<file path="config.mk">
export PLATFORM = sky130hd
export DESIGN_NAME = aacu_admin_cmd
export DESIGN_NICKNAME = d
export VERILOG_FILES = /design/src/hw/aacu_pkg.sv /design/src/hw/aacu_handle_mem.sv /design/src/hw/aacu_admin_cmd.sv
export SDC_FILE = /design/constraint.sdc
export NUM_CORES = 1
export LEC_CHECK = 0
export BUFFER_PORTS_ARGS = -buffer_cell sky130_fd_sc_hd__buf_2
export CORE_MARGIN = 5
export CORE_UTILIZATION = 48
export DETAILED_ROUTE_END_ITERATION = 12
export PLACE_DENSITY = 0.8
export SYNTH_ARGS = -nofsm -noshare
export SYNTH_HDL_FRONTEND = slang
export SYNTH_HIERARCHICAL = 1
export SYNTH_SLANG_ARGS = --single-unit
</file>
<file path="constraint.sdc">
create_clock -name sys_clk -period 2.6 [get_ports sys_clk]
set_clock_uncertainty 0.15 [all_clocks]
set_input_delay 0.26 -clock sys_clk [delete_from_list [all_inputs] [get_ports sys_clk]]
set_output_delay 0.26 -clock sys_clk [all_outputs]
set_load 0.02 [all_outputs]
</file>
<file path="src/hw/aacu_pkg.sv">
// Package: command codes, status codes, field widths for the admin command unit
package aacu_pkg;
  localparam int NUM_QUEUES  = 8;
  localparam int PASID_W     = 20;
  localparam int HANDLE_W    = 8;
  localparam int NUM_HANDLES = 16;
  localparam int CMD_W       = 5;
  localparam int STATUS_W    = 8;

  typedef enum logic [CMD_W-1:0] {
    AACU_CMD_NONE       = 5'h00,
    AACU_CMD_ENABLE_DEV = 5'h01,
    AACU_CMD_DISABLE_DEV= 5'h02,
    AACU_CMD_DRAIN_ALL  = 5'h03,
    AACU_CMD_ABORT_ALL  = 5'h04,
    AACU_CMD_RESET_DEV  = 5'h05,
    AACU_CMD_ENABLE_WQ  = 5'h06,
    AACU_CMD_DISABLE_WQ = 5'h07,
    AACU_CMD_DRAIN_WQ   = 5'h08,
    AACU_CMD_ABORT_WQ   = 5'h09,
    AACU_CMD_RESET_WQ   = 5'h0a,
    AACU_CMD_DRAIN_PAS  = 5'h0b,
    AACU_CMD_ABORT_PAS  = 5'h0c,
    AACU_CMD_REQ_HANDLE = 5'h0d
  } aacu_cmd_t;

  localparam logic [STATUS_W-1:0] ST_SUCCESS     = 8'h00;
  localparam logic [STATUS_W-1:0] ST_BAD_CMD     = 8'h01;
  localparam logic [STATUS_W-1:0] ST_DEV_CFG_ERR = 8'h02;
  localparam logic [STATUS_W-1:0] ST_WQ_CFG_ERR  = 8'h03;
  localparam logic [STATUS_W-1:0] ST_DEV_NOT_EN  = 8'h04;
  localparam logic [STATUS_W-1:0] ST_NO_HANDLE   = 8'h05;
  localparam logic [STATUS_W-1:0] ST_NO_CAP      = 8'h06;
endpackage : aacu_pkg

</file>
<file path="src/hw/aacu_handle_mem.sv">
// Free-list of interrupt handles with registered read data
`timescale 1ns/1ps
module aacu_handle_mem
  import aacu_pkg::*;
#(
  parameter int DEPTH = NUM_HANDLES,
  parameter int AW    = $clog2(NUM_HANDLES)
) (
  input  wire logic          sys_clk,
  input  wire logic          reset,
  input  wire logic          clkEn,
  input  wire logic          allocReq,
  output logic               allocOk_q,
  output logic [AW-1:0]      allocIdx_q
);
  logic [DEPTH-1:0] used_q;
  logic [AW-1:0]    freeIdx;
  logic             anyFree;

  always_comb begin
    freeIdx = '0;
    anyFree = 1'b0;
    for (int i = DEPTH - 1; i >= 0; i--) begin
      if (!used_q[i]) begin
        freeIdx = AW'(i);
        anyFree = 1'b1;
      end
    end
  end

  always_ff @(posedge sys_clk) begin
    if (reset) begin
      used_q     <= '0;
      allocOk_q  <= 1'b0;
      allocIdx_q <= '0;
    end else if (clkEn && allocReq) begin
      allocOk_q  <= anyFree;
      allocIdx_q <= freeIdx;
      if (anyFree) begin
        used_q[freeIdx] <= 1'b1;
      end
    end
  end
endmodule : aacu_handle_mem

</file>
<file path="src/hw/aacu_admin_cmd.sv">
// Administrative command interpreter: device/queue enable, drain, abort, reset, handles
`timescale 1ns/1ps
// Function
// - A command is taken only on a command write strobe; it selects the operation.
// - Completion shows in status; interrupt pulses when the request bit was set.
// - Enable device checks global configuration, enabling only when valid.
// - Disable device blocks intake, waits idle, then disables queues and device in the same cycle.
// - Enable queue checks queue configuration; intake opens only after success.
// - Disable queue blocks intake on named queues, waits, then disables them.
// - Device-wide drain/abort waits for all work; later work may start.
// - Per-queue drain/abort waits for named queues; software holds submissions.
// - Per-PASID drain/abort waits until no PASID work remains anywhere.
// - Reset device aborts, waits, disables all, restores configuration defaults.
// - Reset queue aborts, waits, disables, resets queue config except size.
// - Handle request works only with capability set; error when exhausted.
// - After drain/abort/reset completes no activity remains for covered work.
// - A drain may wait on more work than it must cover.
// - Abort lets engines finish descriptors fully or abandon them.
// - Abandoned descriptors write no completion record and raise no interrupt.
// - Started operations run on; their length is bounded by queue limits.
// - Per-PASID abort discards unprocessed descriptors of that PASID.
module aacu_admin_cmd
  import aacu_pkg::*;
#(
  parameter int NQ = NUM_QUEUES
) (
  input  wire logic                sys_clk,
  input  wire logic                reset,
  input  wire logic                clkEn,
  input  wire logic                cmdWrite,
  input  wire logic [CMD_W-1:0]    cmdCode,
  input  wire logic [NQ-1:0]       cmdQueueMask,
  input  wire logic [PASID_W-1:0]  cmdPasid,
  input  wire logic                cmdReqIntr,
  input  wire logic                devConfigValid,
  input  wire logic [NQ-1:0]       queueConfigValid,
  input  wire logic                handleReqCap,
  input  wire logic [NQ-1:0]       queueBusy,
  input  wire logic                enginesBusy,
  input  wire logic                pasidBusy,
  output logic                     devEnabled_q,
  output logic [NQ-1:0]            queueEnabled_q,
  output logic [NQ-1:0]            queueIntakeBlock_q,
  output logic                     abortReq_q,
  output logic [NQ-1:0]            abortQueueMask_q,
  output logic                     pasidMatchEn_q,
  output logic [PASID_W-1:0]       pasidMatch_q,
  output logic                     devConfigReset_q,
  output logic [NQ-1:0]            queueConfigReset_q,
  output logic                     cmdActive_q,
  output logic [STATUS_W-1:0]      cmdResult_q,
  output logic [HANDLE_W-1:0]      handle_q,
  output logic                     cmdDoneIntr_q
);
  localparam int HAW = $clog2(NUM_HANDLES);

  typedef enum logic [4:0] {
    S_IDLE   = 5'b00001,
    S_EXEC   = 5'b00010,
    S_WAIT   = 5'b00100,
    S_HANDLE = 5'b01000,
    S_DONE   = 5'b10000
  } aacu_state_t;

  aacu_state_t          state_q, state_d;
  aacu_cmd_t            cmd_q;
  logic [NQ-1:0]        mask_q;
  logic                 reqIntr_q;
  logic [STATUS_W-1:0]  result_q;
  logic                 handleReq;
  logic                 handleOk;
  logic [HAW-1:0]       handleIdx;

  function automatic logic isDrainLike(input aacu_cmd_t c);
    return c inside {AACU_CMD_DISABLE_DEV, AACU_CMD_DRAIN_ALL, AACU_CMD_ABORT_ALL,
                     AACU_CMD_RESET_DEV, AACU_CMD_DISABLE_WQ, AACU_CMD_DRAIN_WQ,
                     AACU_CMD_ABORT_WQ, AACU_CMD_RESET_WQ, AACU_CMD_DRAIN_PAS,
                     AACU_CMD_ABORT_PAS};
  endfunction : isDrainLike

  function automatic logic isAbort(input aacu_cmd_t c);
    return c inside {AACU_CMD_ABORT_ALL, AACU_CMD_RESET_DEV, AACU_CMD_ABORT_WQ,
                     AACU_CMD_RESET_WQ, AACU_CMD_ABORT_PAS};
  endfunction : isAbort

  function automatic logic isDevWide(input aacu_cmd_t c);
    return c inside {AACU_CMD_DISABLE_DEV, AACU_CMD_DRAIN_ALL, AACU_CMD_ABORT_ALL,
                     AACU_CMD_RESET_DEV};
  endfunction : isDevWide

  // Work still outstanding for the command in hand
  wire  isPasidCmd  = (cmd_q == AACU_CMD_DRAIN_PAS) || (cmd_q == AACU_CMD_ABORT_PAS);
  wire  anyQueueBusy = |queueBusy;
  wire  maskBusy    = |(queueBusy & mask_q);
  wire  workPending = isDevWide(cmd_q) ? (anyQueueBusy || enginesBusy) :
                      isPasidCmd       ? pasidBusy :
                                         maskBusy;
  wire  validCmd    = cmdCode inside {[AACU_CMD_ENABLE_DEV:AACU_CMD_REQ_HANDLE]};
  wire  takeCmd     = clkEn && cmdWrite && (state_q == S_IDLE);
  wire  inExec      = clkEn && (state_q == S_EXEC);
  wire  waitDone    = clkEn && (state_q == S_WAIT) && !workPending;
  wire  qCfgOk      = &(queueConfigValid | ~mask_q);
  wire  qAllOff     = (mask_q & queueEnabled_q) == '0;

  // Result of the non-waiting commands, decided in the execute step
  logic [STATUS_W-1:0] execResult;
  always_comb begin
    execResult = ST_SUCCESS;
    unique case (cmd_q)
      AACU_CMD_ENABLE_DEV: execResult = devConfigValid ? ST_SUCCESS : ST_DEV_CFG_ERR;
      AACU_CMD_ENABLE_WQ:  execResult = !devEnabled_q ? ST_DEV_NOT_EN :
                                        (qCfgOk ? ST_SUCCESS : ST_WQ_CFG_ERR);
      AACU_CMD_REQ_HANDLE: execResult = handleReqCap ? ST_SUCCESS : ST_NO_CAP;
      default:             execResult = ST_SUCCESS;
    endcase
  end

  always_comb begin
    state_d = state_q;
    unique case (state_q)
      S_IDLE:   if (cmdWrite) state_d = validCmd ? S_EXEC : S_DONE;
      S_EXEC: begin
        if (isDrainLike(cmd_q)) begin
          state_d = S_WAIT;
        end else if (cmd_q == AACU_CMD_REQ_HANDLE && handleReqCap) begin
          state_d = S_HANDLE;
        end else begin
          state_d = S_DONE;
        end
      end
      S_WAIT:   if (!workPending) state_d = S_DONE;
      S_HANDLE: state_d = S_DONE;
      S_DONE:   state_d = S_IDLE;
      default:  state_d = S_IDLE;
    endcase
  end

  assign handleReq = inExec && (cmd_q == AACU_CMD_REQ_HANDLE) && handleReqCap;

  aacu_handle_mem #(
    .DEPTH (NUM_HANDLES),
    .AW    (HAW)
  ) aacu_handle_mem_i (
    .sys_clk    (sys_clk),
    .reset      (reset),
    .clkEn      (clkEn),
    .allocReq   (handleReq),
    .allocOk_q  (handleOk),
    .allocIdx_q (handleIdx)
  );

  always_ff @(posedge sys_clk) begin
    if (reset) begin
      state_q <= S_IDLE;
    end else if (clkEn) begin
      state_q <= state_d;
    end
  end

  // Command capture and status
  always_ff @(posedge sys_clk) begin
    if (reset) begin
      cmd_q       <= AACU_CMD_NONE;
      mask_q      <= '0;
      reqIntr_q   <= 1'b0;
      result_q    <= ST_SUCCESS;
      cmdActive_q <= 1'b0;
      cmdResult_q <= ST_SUCCESS;
    end else if (clkEn) begin
      if (takeCmd) begin
        cmd_q       <= validCmd ? aacu_cmd_t'(cmdCode) : AACU_CMD_NONE;
        mask_q      <= cmdQueueMask;
        reqIntr_q   <= cmdReqIntr;
        result_q    <= validCmd ? ST_SUCCESS : ST_BAD_CMD;
        cmdActive_q <= 1'b1;
      end
      if (state_q == S_EXEC) result_q <= execResult;
      if (state_q == S_HANDLE && !handleOk) result_q <= ST_NO_HANDLE;
      if (state_q == S_DONE) begin
        cmdActive_q <= 1'b0;
        cmdResult_q <= result_q;
      end
    end
  end

  // Completion interrupt pulse and handle value
  always_ff @(posedge sys_clk) begin
    if (reset) begin
      cmdDoneIntr_q <= 1'b0;
      handle_q      <= '0;
    end else if (clkEn) begin
      cmdDoneIntr_q <= (state_q == S_DONE) && reqIntr_q;
      if (state_q == S_HANDLE && handleOk) handle_q <= HANDLE_W'(handleIdx);
    end
  end

  // Intake blocking and abort / PASID steering while waiting
  always_ff @(posedge sys_clk) begin
    if (reset) begin
      queueIntakeBlock_q <= '0;
      abortReq_q         <= 1'b0;
      abortQueueMask_q   <= '0;
      pasidMatchEn_q     <= 1'b0;
      pasidMatch_q       <= '0;
    end else if (clkEn) begin
      if (takeCmd) pasidMatch_q <= cmdPasid;
      if (inExec && isDrainLike(cmd_q)) begin
        if (cmd_q inside {AACU_CMD_DISABLE_DEV, AACU_CMD_RESET_DEV}) begin
          queueIntakeBlock_q <= '1;
        end else if (cmd_q inside {AACU_CMD_DISABLE_WQ, AACU_CMD_RESET_WQ}) begin
          queueIntakeBlock_q <= queueIntakeBlock_q | mask_q;
        end
        abortReq_q       <= isAbort(cmd_q);
        abortQueueMask_q <= isDevWide(cmd_q) ? '1 : (isPasidCmd ? '0 : mask_q);
        pasidMatchEn_q   <= isPasidCmd;
      end
      if (waitDone) begin
        abortReq_q       <= 1'b0;
        abortQueueMask_q <= '0;
        pasidMatchEn_q   <= 1'b0;
        if (cmd_q inside {AACU_CMD_DISABLE_DEV, AACU_CMD_RESET_DEV}) begin
          queueIntakeBlock_q <= '0;
        end else if (cmd_q inside {AACU_CMD_DISABLE_WQ, AACU_CMD_RESET_WQ}) begin
          queueIntakeBlock_q <= queueIntakeBlock_q & ~mask_q;
        end
      end
    end
  end

  // Device and queue enables, configuration reset pulses
  always_ff @(posedge sys_clk) begin
    if (reset) begin
      devEnabled_q       <= 1'b0;
      queueEnabled_q     <= '0;
      devConfigReset_q   <= 1'b0;
      queueConfigReset_q <= '0;
    end else if (clkEn) begin
      devConfigReset_q   <= 1'b0;
      queueConfigReset_q <= '0;
      if (inExec && cmd_q == AACU_CMD_ENABLE_DEV && devConfigValid) begin
        devEnabled_q <= 1'b1;
      end
      if (inExec && cmd_q == AACU_CMD_ENABLE_WQ && devEnabled_q && qCfgOk) begin
        queueEnabled_q <= queueEnabled_q | mask_q;
      end
      if (waitDone) begin
        unique case (cmd_q)
          AACU_CMD_DISABLE_DEV: begin
            queueEnabled_q <= '0;
            devEnabled_q   <= 1'b0;
          end
          AACU_CMD_RESET_DEV: begin
            queueEnabled_q   <= '0;
            devEnabled_q     <= 1'b0;
            devConfigReset_q <= 1'b1;
          end
          AACU_CMD_DISABLE_WQ: queueEnabled_q <= queueEnabled_q & ~mask_q;
          AACU_CMD_RESET_WQ: begin
            queueEnabled_q     <= queueEnabled_q & ~mask_q;
            queueConfigReset_q <= mask_q;
          end
          default: ;
        endcase
      end
    end
  end
endmodule : aacu_admin_cmd

</file>
==> results of run 1 <==
-- placed cells by master, fill, tap and decap left out, types with 7 or more instances in the layout --
cell	n
buf_2	121
dfxtp_1	107
nand2_1	86
a21oi_1	79
nor2_1	38
dlygate4sd3_1	29
buf_4	23
nor3_1	19
nand2b_1	15
inv_1	14
a32o_1	11
or2_2	9
a211oi_1	9
nand3_1	9
conb_1	9
clkbuf_8	9
nand4_1	8
a211oi_2	7
-- final timing paths --
kind	start	slack, ns	endpoint
min reg2reg	pasidMatch_q[4]	0.31	pasidMatch_q[4]
max	cmd_q[1]	0.14	queueIntakeBlock_q[0]
max reg2reg	cmd_q[1]	0.14	queueIntakeBlock_q[0]
min	cmdCode[2]	0.008	cmd_q[2]
-- area by class of cell --
class	instances	area [um^2]
repair buffers	174	1090
well taps	136	170
multi-input cells	427	2650
fillers	889	4060
clock inverters	7	61.3
inverters	15	56.3
clock buffers	9	124
flip-flops and latches	108	2160
-- stage by stage --
step	cells	instance area, um^2	utilization	setup slack [ns]	total power [uW]
after floorplan	600	5140	-	0.0882	2010
after global placement	831	5830	0.562	0.345	2120
after detailed placement	831	5830	0.562	0.232	2140
after CTS	876	6310	0.608	0.206	3130
after global routing	876	6310	0.608	0.00455	3260
final	876	6310	0.608	0.143	3130
-- power by group --
| part | switching (uW) | internal (uW) |
|---|---|---|
| combinational | 247 | 166 |
| clock | 620 | 366 |
| sequential | 40.3 | 1690 |
| total | 908 | 2220 |
-- flip-flops by register name, summed over array words and instances, names as in the netlist, 3 cells and up --
name                          count
mask_q                            8
queueConfigReset_q                8
pasidMatch_q                     20
queueIntakeBlock_q                8
cmd_q                             5
queueEnabled_q                    8
handle_q                          4
state_q                           5
aacu_handle_mem_i/used_q         16
cmdResult_q                       3
result_q                          3
abortQueueMask_q                  8
aacu_handle_mem_i/allocIdx_q      4
-- synth_stat cells (all sizes together), types with 3 or more instances --
cell type  count
a2111oi        9
a211oi        16
a21oi         80
a22o           3
a22oi          3
a311oi         3
a31oi          5
a32o          11
and2           5
and3           3
buf           26
clkbuf        24
dfxtp        108
inv           14
mux2i          6
nand2         87
nand2b        16
nand3          9
nand3b         6
nand4          9
nor2          40
nor2b          4
nor3          22
nor4           5
o211ai         5
o21a           5
o21ai         10
o2bb2ai        5
o32ai          3
or2            9
-- cells by family (layout without fill, tap and decap cells) --
kind of cell / after synthesis / count (layout) / share of synthesized area
XOR/XNOR: 3 / 3 / 0.00514
other: 1 / 9 / 0.000734
AND/OR/NAND/NOR: 230 / 230 / 0.232
multiplexers: 7 / 7 / 0.0140
buffers and inverters: 65 / 205 / 0.0656
flip-flops: 108 / 108 / 0.423
AO/OA/AOI/OAI: 178 / 178 / 0.260
-- repair_timing --
action	in CTS	in global routing
setup endpoints to repair	0	2
hold buffers	29	0
gates resized for setup	0	1
endpoints found under the hold margin	29	0
-- worst max-delay path: stages (launching register included) --
cell and delay [ns]:
dfxtp_1 0.50, or3b_1 0.44, a21o_1 0.30, a32o_1 0.30, and3_1 0.19, buf_4 0.20
a211oi_1 0.26
-- layer usage --
layer	up-vias	share of wire
li1	2414	-
met1	2336	0.38
met2	244	0.51
met3	32	0.086
met4	0	0.020
met5	-	0
==> results.cfg, run 1 <==
[finish]
finalNetCount = 793
n_antenna_cell = 0
area_growth_pct = 23.4
drive_gt1_frac = 0.281

[timing]
setup_viol = 0
max_freq_mhz = 407
hold_violations = 0
tightest_slew_ns = 0.740
period_share = 0.945
slew_violations = 0
period_minus_slack_ns = 2.46
holdWs_ns = 0.00838
finalSetupTns_ns = 0
grt_setup_unrepaired = no
slew_headroom = 0.502

[route]
viasPerCell = 5.74
vias = 5026
dr.pass1.iters = 5
drt-total-wl_um = 15000
final_antenna_net_count = 0
drtIter0Drc = 401
drc = 0
post_drt_wl_per_cell_um = 17.2

[power]
power_density_nw_per_um2 = 496
p_leak_uw = 0.00249
ir_drop_mv = 0.358

[synth]
syn_avg_cell_area_um2 = 8.64
yosys.area.top_type = dfxtp_1
synth-seq-area-share = 0.423
synth_edf_count = 0
yosysWarnings = 6
syn_area_um2 = 5110
synth_cells = 592
async_reset_ff_frac = 0
yosysTopAreaCellShare = 0.423
synth_cell_types = 80
synth_area_leaders = dfxtp_1 42%, a21oi_1 7.7%, nand2_1 6.3%, nor2_1 2.8%, a32o_1 2.2%
ys_ff_latch = 108
ys.flop_type = dfxtp_1

[clock_network]
cts_root_buffer = clkbuf_8
clock_path_buffers = 2
tritoncts = built
clk_pin_slew_ns = 0.10
cts_sinks = 108
cts_made_buffers = 9
clkLatencyLatePin_ns = 0.38
postCtsSetupRepairBufs = 0
cts_max_level = 3

[global_route]
antenna_found_initial = 0
grt_pass1_vias = 4940
met3_usage = 0.0508
grt-ovfl-total = 0
track_usage = 0.229
grt_max_degree = 46
gr-usage-met1 = 0.273
busiest_layer = met2
grt_use_met2 = 0.405
grt_pass1_wl_um = 24000

[floorplanning]
num_rows = 37
start_util = 0.493
die_w_um = 113
boundaryPins = 132
die_h_um = 113
design.core.area_um2 = 10400
dieArea_um2 = 12800

[job]
drv_cap = 0

[setup_path]
critPathKind = reg -> reg
path_max_fanout = 18
ff2ff_path_depth = 6
critPathArrivalTime_ns = 2.59
endpoint_kind = register
cp-start-kind = register
required_ns = 2.73

[placement]
place_hpwl_um = 10600
gp_congestion = 0.890
port_buffers = 122

[min_path]
min-delay-path-class = in -> reg
hold_depth = 3

[status]
status = finished clean
No activity file was read; power rests on OpenSTA's default activity.
==> run 2, diff against run 1 <==
--- a/config.mk
+++ b/config.mk
@@ -9,6 +9,7 @@
 export CORE_MARGIN = 5
 export CORE_UTILIZATION = 48
 export DETAILED_ROUTE_END_ITERATION = 12
+export GPL_TIMING_DRIVEN = 0
 export PLACE_DENSITY = 0.8
 export SYNTH_ARGS = -nofsm -noshare
 export SYNTH_HDL_FRONTEND = slang
==> results.cfg, run 2 (synthesized netlist as in run 1, its figures left out) <==
[global_route]
grt_pass1_vias = 5003
met3_usage = 0.0476
grt_use_met2 = 0.414
track_usage = 0.232
antenna_found_initial = 1
grt_pass1_wl_um = 24300
grt_max_degree = 20
grt-ovfl-total = 0
gr-usage-met1 = 0.278
busiest_layer = met2

[clock_network]
cts_sinks = 108
tritoncts = built
clock_path_buffers = 2
clkLatencyLatePin_ns = 0.37
clk_pin_slew_ns = 0.10
cts_root_buffer = clkbuf_8
cts_max_level = 3
cts_made_buffers = 9

[route]
post_drt_wl_per_cell_um = 17.0
viasPerCell = 5.75
vias = 5194
drc = 0
dr.pass1.iters = 5
drt-total-wl_um = 15300
drtIter0Drc = 475
final_antenna_net_count = 0

[placement]
gp_congestion = 0.944
port_buffers = 122
place_hpwl_um = 11100
placed_cell_area_um2 = 5920
place_ws_ns = -0.483

[finish]
top_regs = pasidMatch_q (20), aacu_handle_mem_i/used_q (16)
largest_reg_flops = 20
finalNetCount = 820
largest-register = pasidMatch_q
final_common_cell = buf_2
final_cell_mix = 128 x buf_2, 108 x dfxtp_1, 85 x nand2_1
stdcell_area_um2 = 6430
drive_gt1_frac = 0.278
area_growth_pct = 25.8

[setup_path]
endpoint_kind = register
critPathKind = reg -> reg
critPathMaxStageDelay_ns = 0.43
r2r_slack_ns = 0.16
cp_common_cell = buf_2
cp_num_cells = 8
critPathArrivalTime_ns = 2.53
ff2ff_path_depth = 8
path_max_fanout = 10
slowest_stage = a211oi_1
regToRegStartpoint = cmd_q[3]
worstPathBufferInverterCount = 3
cp-endpoint = abortReq_q
required_ns = 2.69
cp-start-kind = register
path_delay_family = buffers and inverters
worstReg2RegEnd = abortReq_q
worstPathCellList = buf_2 -> mux2_2 -> a211oi_1 -> and2_1 -> buf_2 -> buf_4 -> mux2i_1 -> nor3_1
crit_start = cmd_q[3]

[floorplanning]
die_w_um = 113
start_util = 0.493
design.core.area_um2 = 10400
num_rows = 37
dieArea_um2 = 12800
die_h_um = 113
boundaryPins = 132

[job]
drv_cap = 0

[power]
ir_drop_mv = 0.331
power_density_nw_per_um2 = 481
p_leak_uw = 0.00251

[timing]
setup_viol = 0
holdWs_ns = 0.0211
period_minus_slack_ns = 2.44
slew_violations = 0
tightest_slew_ns = 0.952
max_freq_mhz = 410
period_share = 0.937
layout_setup_ws_ns = 0.163
grt_setup_unrepaired = no
slew_headroom = 0.360
hold_violations = 0
finalSetupTns_ns = 0

[status]
status = finished clean

[min_path]
min-delay-path-class = in -> reg
run 2: changes by cell type in the layout (fill, tap and decap cells not counted), sizes merged:
cell      previous run  this run
buf                145       150
clkbuf               9        32
clkinv               5         2
clkinvlp             0         3
diode                0         1
inv                 17        15
run 2: final cells by class:
cell class                 count  area (um^2)
fill                         851         3940
tap                          136          170
inverter                      15         56.3
clock buffer                  10          128
timing repair buffer         152          908
multi-input combinational    427         2690
antenna                        1         2.50
buffer                        49          280
sequential                   108         2160
clock inverter                 5         38.8
run 2: through the flow:
step                      utilization  instances  total power [uW]
after floorplan                     -        600              2010
after global placement          0.571        858              2130
after detailed placement        0.571        858              2140
after CTS                       0.617        901              3080
after global routing            0.620        903              3220
final                           0.620        903              3090
run 2: worst min-delay path, delay by kind of cell:
kind                   cells  cell delay, ns
AOI/OAI and AO/OA          1            0.06
and+or+nand+nor            1            0.06
buffers and inverters      1            0.12
run 2: timing repair:
action	CTS	global route
endpoints found under the setup margin	21	14
hold buffers	29	0
buffers inserted	0	1
resized for setup	5	8
pin swaps	0	2
hold endpoints to repair	29	0
run 2: where the power goes:
| group | internal (uW) | switching (uW) | total [uW] |
|---|---|---|---|
| combinational | 172 | 264 | 436 |
| clock | 349 | 586 | 935 |
| sequential | 1690 | 30.4 | 1720 |
run 2: how the worst min path moves through the flow:
stage                         start                            to  slack (ns)  cells after the start
global placement    pasidMatch_q[6]               pasidMatch_q[6]        0.29                      2
CTS                      cmdCode[1]                      cmd_q[1]        0.02                      3
detailed placement   cmdResult_q[0]                cmdResult_q[0]        0.30                      2
finish                   cmdCode[1]                      cmd_q[1]        0.02                      3
floorplan                     reset  aacu_handle_mem_i/used_q[11]        0.21                      1
global route             cmdCode[3]                      cmd_q[3]        0.03                      3
run 2: routing by layer:
metal | share of wire | routed length (um)
met2 | 0.50 | 7730
met5 | 0 | 0
met4 | 0.024 | 374
met3 | 0.083 | 1280
met1 | 0.39 | 5950
